==> config.mk <==
export PLATFORM = sky130hd
export DESIGN_NAME = host_wait_polarity_reset
export DESIGN_NICKNAME = d
export VERILOG_FILES = /design/src/hw/hold_pkg.sv /design/src/hw/hold_if.sv /design/src/hw/hold_pin_drv.sv /design/src/hw/host_wait_polarity_reset.sv
export VERILOG_INCLUDE_DIRS = /design/src /design/src/hw
export SDC_FILE = /design/constraint.sdc
export NUM_CORES = 1
export LEC_CHECK = 0
export ABC_AREA = 0
export BUFFER_PORTS_ARGS = -buffer_cell sky130_fd_sc_hd__buf_2
export CAP_MARGIN = 20
export CORE_AREA = 3 3 40 42
export CTS_BUF_LIST = sky130_fd_sc_hd__clkbuf_8
export DETAILED_ROUTE_END_ITERATION = 12
export DIE_AREA = 0 0 43 45
export SYNTH_ARGS = -nofsm -noshare
export SYNTH_HDL_FRONTEND = slang
export SYNTH_SLANG_ARGS = --single-unit
==> constraint.sdc <==
create_clock -name ref_clk -period 1.1 [get_ports ref_clk]
set_input_delay 0.22 -clock ref_clk [delete_from_list [all_inputs] [get_ports ref_clk]]
set_output_delay 0.22 -clock ref_clk [all_outputs]
set_load 0.01 [all_outputs]
==> src/hw/hold_consts.svh <==
// Constants for the host cycle hold output block
`ifndef HOLD_CONSTS_SVH
`define HOLD_CONSTS_SVH
`define HOLD_LAT_CYCLES 4'h2
`define HOLD_LAT_W      4
`define HOLD_TS_RESET   1'b0
`endif

==> src/hw/hold_pkg.sv <==
// Types for the host cycle hold output block
package hold_pkg;
    typedef enum logic [2:0] {
        MODE_GENERIC,
        MODE_PCCARD,
        MODE_ISA,
        MODE_ASYNC_ACK,
        MODE_SIZED_ACK,
        MODE_SYNC_READY,
        MODE_SYNC_TA
    } host_mode_e;
    typedef enum logic [1:0] {
        ST_IDLE,
        ST_HOLD,
        ST_DONE
    } hold_state_e;
endpackage

==> src/hw/hold_if.sv <==
// Carrier between the access tracker and the pin driver
`timescale 1ns/100ps
interface hold_if;
    logic asserted;
    logic active_high;
    logic tristate_ok;
    modport src (output asserted, output active_high, output tristate_ok);
    modport dst (input asserted, input active_high, input tristate_ok);
endinterface

==> src/hw/hold_pin_drv.sv <==
// Pin driver applying the latched polarity to the hold output
`timescale 1ns/100ps
`include "hold_consts.svh"
module hold_pin_drv (
    input  wire logic ref_clk,
    input  wire logic rst_n,
    hold_if.dst       hif,
    output logic      hold_level,
    output logic      hold_oe
);
    logic o_reg;
    logic o_next;
    logic oe_reg;
    logic oe_next;

    always_comb begin
        if (!rst_n) begin
            o_next  = !hif.active_high;
            oe_next = !hif.tristate_ok;
        end else begin
            o_next  = hif.asserted ~^ hif.active_high;
            oe_next = 1'b1;
        end
    end

    always_ff @(posedge ref_clk) begin
        o_reg  <= o_next;
        oe_reg <= oe_next;
    end

    assign hold_level = o_reg;
    assign hold_oe    = oe_reg;
endmodule

==> src/hw/host_wait_polarity_reset.sv <==
// Host cycle hold output with strapped polarity and reset behaviour
// Overview of operation
// - Strap latched at reset release sets polarity
// - Generic and card modes: wait stretches access
// - ISA mode: output is channel ready
// - Async acknowledge mode: acknowledge ends cycle
// - Sync ready mode: ready completes access
// - Sync acknowledge mode: acknowledge ends transaction
// - Reset with float strap: output high impedance
// - Reset, driven active low: drive 1
// - Reset, driven active high: drive 0
// - Reset clears the tracker state and loads the straps, outputs go inactive
`timescale 1ns/100ps
`include "hold_consts.svh"
module host_wait_polarity_reset #(
    parameter int LAT_W = `HOLD_LAT_W
) (
    input  wire logic             ref_clk,
    input  wire logic             rst_n,
    input  wire logic             polarity_strap,
    input  wire logic             float_strap,
    input  wire hold_pkg::host_mode_e host_mode,
    input  wire logic             access_start,
    input  wire logic             access_ready,
    output logic                  hold_level,
    output logic                  hold_oe,
    output logic                  busy
);
    hold_if hif ();

    // ----------------------------------------------------------------
    // Strap capture
    // ----------------------------------------------------------------
    logic pol_reg;
    logic pol_next;
    logic ts_reg;
    logic ts_next;

    // sample while reset held
    // The last sample before release is the rising-edge value.
    always_comb begin
        pol_next = pol_reg;
        ts_next  = ts_reg;
        if (!rst_n) begin
            pol_next = polarity_strap;
            ts_next  = float_strap;
        end
    end

    always_ff @(posedge ref_clk) begin
        pol_reg      <= pol_next;
        ts_reg       <= ts_next;
    end

    // ----------------------------------------------------------------
    // Access tracker
    // ----------------------------------------------------------------
    hold_pkg::hold_state_e st_reg;
    hold_pkg::hold_state_e st_next;

    function automatic logic is_reply_mode(input hold_pkg::host_mode_e m);
        // Acknowledge and sync ready flavours pulse on completion rather than stretch
        case (m)
            hold_pkg::MODE_ASYNC_ACK,
            hold_pkg::MODE_SIZED_ACK,
            hold_pkg::MODE_SYNC_READY,
            hold_pkg::MODE_SYNC_TA: is_reply_mode = 1'b1;
            default:                is_reply_mode = 1'b0;
        endcase
    endfunction

    always_comb begin
        st_next = st_reg;
        if (!rst_n) begin
            st_next = hold_pkg::ST_IDLE;
        end else begin
            case (st_reg)
                hold_pkg::ST_IDLE: begin
                    if (access_start) begin
                        st_next = hold_pkg::ST_HOLD;
                    end
                end
                hold_pkg::ST_HOLD: begin
                    if (access_ready) begin
                        st_next = is_reply_mode(host_mode) ? hold_pkg::ST_DONE : hold_pkg::ST_IDLE;
                    end
                end
                hold_pkg::ST_DONE: begin
                    st_next = hold_pkg::ST_IDLE;
                end
                default: begin
                    st_next = hold_pkg::ST_IDLE;
                end
            endcase
        end
    end

    always_ff @(posedge ref_clk) begin
        st_reg <= st_next;
    end

    // ----------------------------------------------------------------
    // Mode mapping of the hold output meaning
    // ----------------------------------------------------------------
    logic asserted;

    always_comb begin
        case (host_mode)
            hold_pkg::MODE_GENERIC,
            hold_pkg::MODE_PCCARD:     asserted = (st_reg == hold_pkg::ST_HOLD);
            hold_pkg::MODE_ISA:        asserted = (st_reg == hold_pkg::ST_HOLD);
            hold_pkg::MODE_ASYNC_ACK:  asserted = (st_reg == hold_pkg::ST_DONE);
            hold_pkg::MODE_SIZED_ACK:  asserted = (st_reg == hold_pkg::ST_DONE);
            hold_pkg::MODE_SYNC_READY: asserted = (st_reg == hold_pkg::ST_DONE);
            hold_pkg::MODE_SYNC_TA:    asserted = (st_reg == hold_pkg::ST_DONE);
            default:                   asserted = 1'b0;
        endcase
    end

    assign hif.asserted    = asserted;
    // Next values let the pin follow the straps from the first reset edge; outside reset they equal the latch
    assign hif.active_high = pol_next;
    assign hif.tristate_ok = ts_next;
    assign busy            = (st_reg != hold_pkg::ST_IDLE);

    hold_pin_drv hold_pin_drv_inst (
        .ref_clk    (ref_clk),
        .rst_n      (rst_n),
        .hif        (hif),
        .hold_level (hold_level),
        .hold_oe    (hold_oe)
    );
endmodule
Word level (Yosys, flattened, before mapping)
Index checks and enable logic that the tools add are counted.

Add/sub/neg operators: 0. Multiply operators: 0. Div/mod/pow operators: 0. $lt $le $gt $ge: 0. Equal/unequal tests: 10. Shift operators: 0. Multiplexer cells: 12. Bitwise gates (word level): 1. Reductions and logical operators: 8.

Operators by type and width (number): == test 3 bit (second input constant) (3); two-way mux 1 bit (7); == test 3 x 2 -> 1 bit (second input constant) (2); two-way mux 2 bit (3); inequality test 2 bit (second input constant) (2); case mux 2 bit (2 select lines) (1); OR reduction 4 bit (1); == test 3 x 1 -> 1 bit (second input constant) (1); logical NOT 3 bit (1); OR reduction 3 bit (1); == test 2 x 1 -> 1 bit (second input constant) (1); == test 2 bit (second input constant) (1); logical NOT 1 bit (2); logical NOT 2 bit (1); case mux 1 bit (2 select lines) (1); AND reduction 2 bit (1); nonzero test 2 bit (1); bitwise XNOR 1 bit (1).

Flip-flop bits (word level): 6. Bits in latches: 0. Memory bits (writable): 0. ROM bits: 0. Input bits: 9. Output and inout bits: 3. Logic and storage cells: 36. Memories kept: 0.

Logic depth before layout (Yosys ltp)
Depth in word-level cells: 9. Depth in mapped cells: 4. Mapped depth without buffers: 4.

Hierarchy
A second synthesis with hierarchy kept.

Cells, all modules: 24. Area, all modules: 237.7 µm².

Modules (own cells, without submodules): host_wait_polarity_reset (instances 1, cells an instance 19, area an instance 178.9 µm², sequential area each 80.1 µm²); hold_pin_drv (instances 1, cells an instance 5, area an instance 58.8 µm², sequential area each 40.0 µm²).

Least setup slack after synthesis
No wires, ideal clock.

Path type: register to register. From: register st_reg[0]. To: register hold_pin_drv_inst.o_reg (netlist: hold_pin_drv_inst.hold_level). Library setup time: 0.074 ns. Arrival time: 0.947 ns. Required time: 1.026 ns. Setup slack: 0.079 ns. Cell stages (with the launch flop): 5. Path buffers: 0. Clock period less this slack: 1.021 ns. Path through: dfxtp_1 inv_1 a2111oi_0 o21ai_0 a31oi_1.

Cells in the longest elaborated chain, start to end: 4. Elaborated cells between the ends (all ways): 5. Classes of those cells: eq/ne: 2; mux: 2; bitwise: 1.

RTL lines: from (decl) (line host_wait_polarity_reset.sv:58) `hold_pkg::hold_state_e st_reg;`; from (signal assigned) (line host_wait_polarity_reset.sv:99) `st_reg <= st_next;`; == test 2 bit or == test 2 x 1 -> 1 bit (tied branches); case mux 1 bit (2 select lines) (*) (line host_wait_polarity_reset.sv:108) `case (host_mode)`; bitwise XNOR 1 bit (*) (line hold_pin_drv.sv:21) `o_next = hif.asserted ~^ hif.active_high;`; two-way mux 1 bit (*) (line hold_pin_drv.sv:17) `if (!rst_n) begin`; net hold_pin_drv_inst.o_next (line hold_pin_drv.sv:12) `logic o_next;`; to (signal assigned) (line hold_pin_drv.sv:27) `o_reg <= o_next;`; to (decl) (line hold_pin_drv.sv:11) `logic o_reg;`.

The timed path passes the listed nets; every way through them passes the cells marked *. A chain may end at the register's enable or synchronous reset.

Final worst setup path
From: register st_reg[0]. To: output busy.

Cells in the longest elaborated chain, start to end: 1.

RTL lines: nonzero test 2 bit (line host_wait_polarity_reset.sv:124) `assign busy = (st_reg != hold_pkg::ST_IDLE);`; to (decl) (line host_wait_polarity_reset.sv:27) `output logic busy`.

Every way passes these cells.

==> impl_metrics.ini <==
[placement]
portBuffers = 11
gp_congestion = 0.649
hpwl_um = 407

[power]
p_comb_frac = 0.128
p_clk_frac = 0.537
power.switching_mw = 0.126
max-vdd-ir-drop_uv = 425
p_total_mw = 0.605
leakagePower_nw = 0.162
seqPwrFrac = 0.335
p_int_mw = 0.478
p_per_area_mw_per_mm2 = 1670
swShare = 0.209

[floorplan]
core.rowCount = 13
fp.dieH_um = 45
ios = 12
fp.dieW_um = 43
initial_utilization = 0.170
core-area_sq_mm = 0.00128
die_area_sq_mm = 0.00194

[setup_path]
path_delay_family = flip-flops
arrival_ps = 900
path_buf_inv = 1
path_cells = or2_4, buf_6
path_class = reg2out
crit_fanout = 4
critPathLaunchType = flop
crit_required_ps = 880
ff2ff_path_depth = 4
crit_slowest_cell = dfxtp_2
cp-end-kind = primary output
r2r_start = st_reg[0]
r2r_slack_ps = 60
critPathMaxStageDelay_ps = 320
r2r_end = hold_pin_drv_inst.hold_level

[drt]
wl_per_cell_um = 9.64
drc = 0
drt_iter0_drc = 1
drt-total-wl_um = 530
antenna_left = 0
vias_per_cell = 4.11
firstDrtPassIters = 4
vias = 226

[synthesis]
postSynthAreaPerCell_sq_um = 9.12
yosys-top-cells-area = dfxtp_1 46%, nand2b_1 8.6%, a21bo_2 4.6%, a2111oi_0 4.0%, a21oi_2 4.0%
netlist_top_cells_count = 5 x dfxtp_1, 3 x nand2b_1, 2 x nor2_1
ys.flop_type = dfxtp_1
synth.top_cell.area_share = 0.457
synth_most_common_cell = dfxtp_1
postSynthCellCount = 24
ys.warnings.count = 0
syn_area_sq_um = 219
synthArstFlopShare = 0
yosysSeqAreaShare = 0.457
yosys_register_bits = 5
synth_nets = 33
synth.distinct_cells = 17
synth_edf_count = 0
synth.largest_area_cell = dfxtp_1

[timing]
finalHoldViolCount = 0
fmax_ghz = 0.890
grt_setup_unrepaired = yes
fin_ws_ps = -23.4
tightest_slew_ps = 283
min_period_over_period = 1.02
finalClockSkew_ps = 0.737
finalWorstPathRequiredPeriod_ps = 1120
setup_viol_count_final = 1
slew_headroom = 0.811
final_max_slew_viol_count = 0

[grt]
grt_pass1_vias = 216
grt_use_met2 = 0.0778
grt_busiest_layer = met1
grt_util_met3 = 0.0279
grt_pass1_wl_um = 897
grt_usage = 0.0658
use_met1 = 0.0821
grt_overflow = 0
antenna_found_initial = 0
grt_start_max_net_pins = 6

[flow_run]
drv_cap = 0

[clock_tree]
cts_hold_buf = 0
clk_latency_ps = 220
cts_setup_buffers = 0
cts_max_path_buffers = 2
root_buffer = clkbuf_8
cts_buffers = 3
clkTransAtPathRegs_ps = 40
cts_sinks = 5
cts_tree = built
htree_levels = 1

[worst_hold_path]
hold_class = in2reg
holdPathStages = 2
min_to = hold_pin_drv_inst.hold_oe
worstHoldStart = float_strap

[status]
violations = setup timing
status = finished, violations left

[final_layout]
nNetsFinal = 50
largest_register_ffs = 2
final_util = 0.282
drive_gt1_frac = 0.525
diodes = 0
area_growth_pct = 65.7
-- placed cells by master, fill, tap and decap left out, types with 2 or more instances in the layout --
cell type / netlist / final
nor2_1: 2 / 2
nand2b_1: 3 / 3
buf_2: 0 / 10
inv_1: 1 / 2
dfxtp_1: 5 / 3
dfxtp_2: 0 / 2
clkbuf_8: 0 / 3
-- power groups by stage --
stage	logic [mW]	clock network [mW]	registers, mW
CTS	0.0756	0.336	0.202
global route	0.0859	0.348	0.204
finish	0.0775	0.325	0.203
detailed placement	0.0684	0	0.204
global placement	0.0670	0	0.204
floorplan	0.0308	0	0.206
-- through the flow --
stage	hold WS, ps	cell area [sq um]	instances	TNS (ps)	worst slack (ps)
finish	170	363	55	-23.4	-23.4
global route	185	363	55	-54.0	-50.2
CTS	168	357	55	-31.8	-31.8
detailed placement	399	300	51	-82.2	-82.2
global placement	396	300	51	-57.3	-57.3
floorplan	293	219	24	0	78.8
-- logic make-up (layout without fill, tap and decap cells) --
| group | count (synthesis) | in the layout | share of synthesized area |
|---|---|---|---|
| AO/OA/AOI/OAI | 8 | 8 | 0.269 |
| buffers and inverters | 1 | 17 | 0.0171 |
| flip-flops | 5 | 5 | 0.457 |
| AND/OR/NAND/NOR | 10 | 10 | 0.257 |
-- cell type report --
class	instances	area, sq um
Tap cell	15	18.8
Timing Repair Buffer	12	68.8
Clock inverter	1	3.75
Inverter	1	3.75
Sequential cell	5	103
Clock buffer	3	41.3
Fill cell	143	922
Multi-Input combinational cell	18	124
-- how the worst max path moves through the flow --
stage / startpoint / end / slack (ps) / depth (start not counted)
floorplan: st_reg[0] / hold_pin_drv_inst.hold_level / 80 / 4
global placement: host_mode[2] / hold_pin_drv_inst.hold_level / -60 / 5
detailed placement: host_mode[0] / hold_pin_drv_inst.hold_level / -80 / 4
CTS: st_reg[0] / busy / -30 / 2
global route: st_reg[0] / busy / -50 / 2
finish: st_reg[0] / busy / -20 / 2
-- repair_timing --
item,4_1_cts,5_1_grt
pin swaps,0,1
gates resized for setup,4,2
gates cloned,0,0
endpoints found under the setup margin,2,2
-- routing by layer --
metal  vias to the layer above  part of all wire
met5                         -                 0
met4                         0                 0
met3                         0             0.085
met2                        12              0.42
met1                        97              0.49
li1                        117                 -
(Power assumes the default switching activity.)
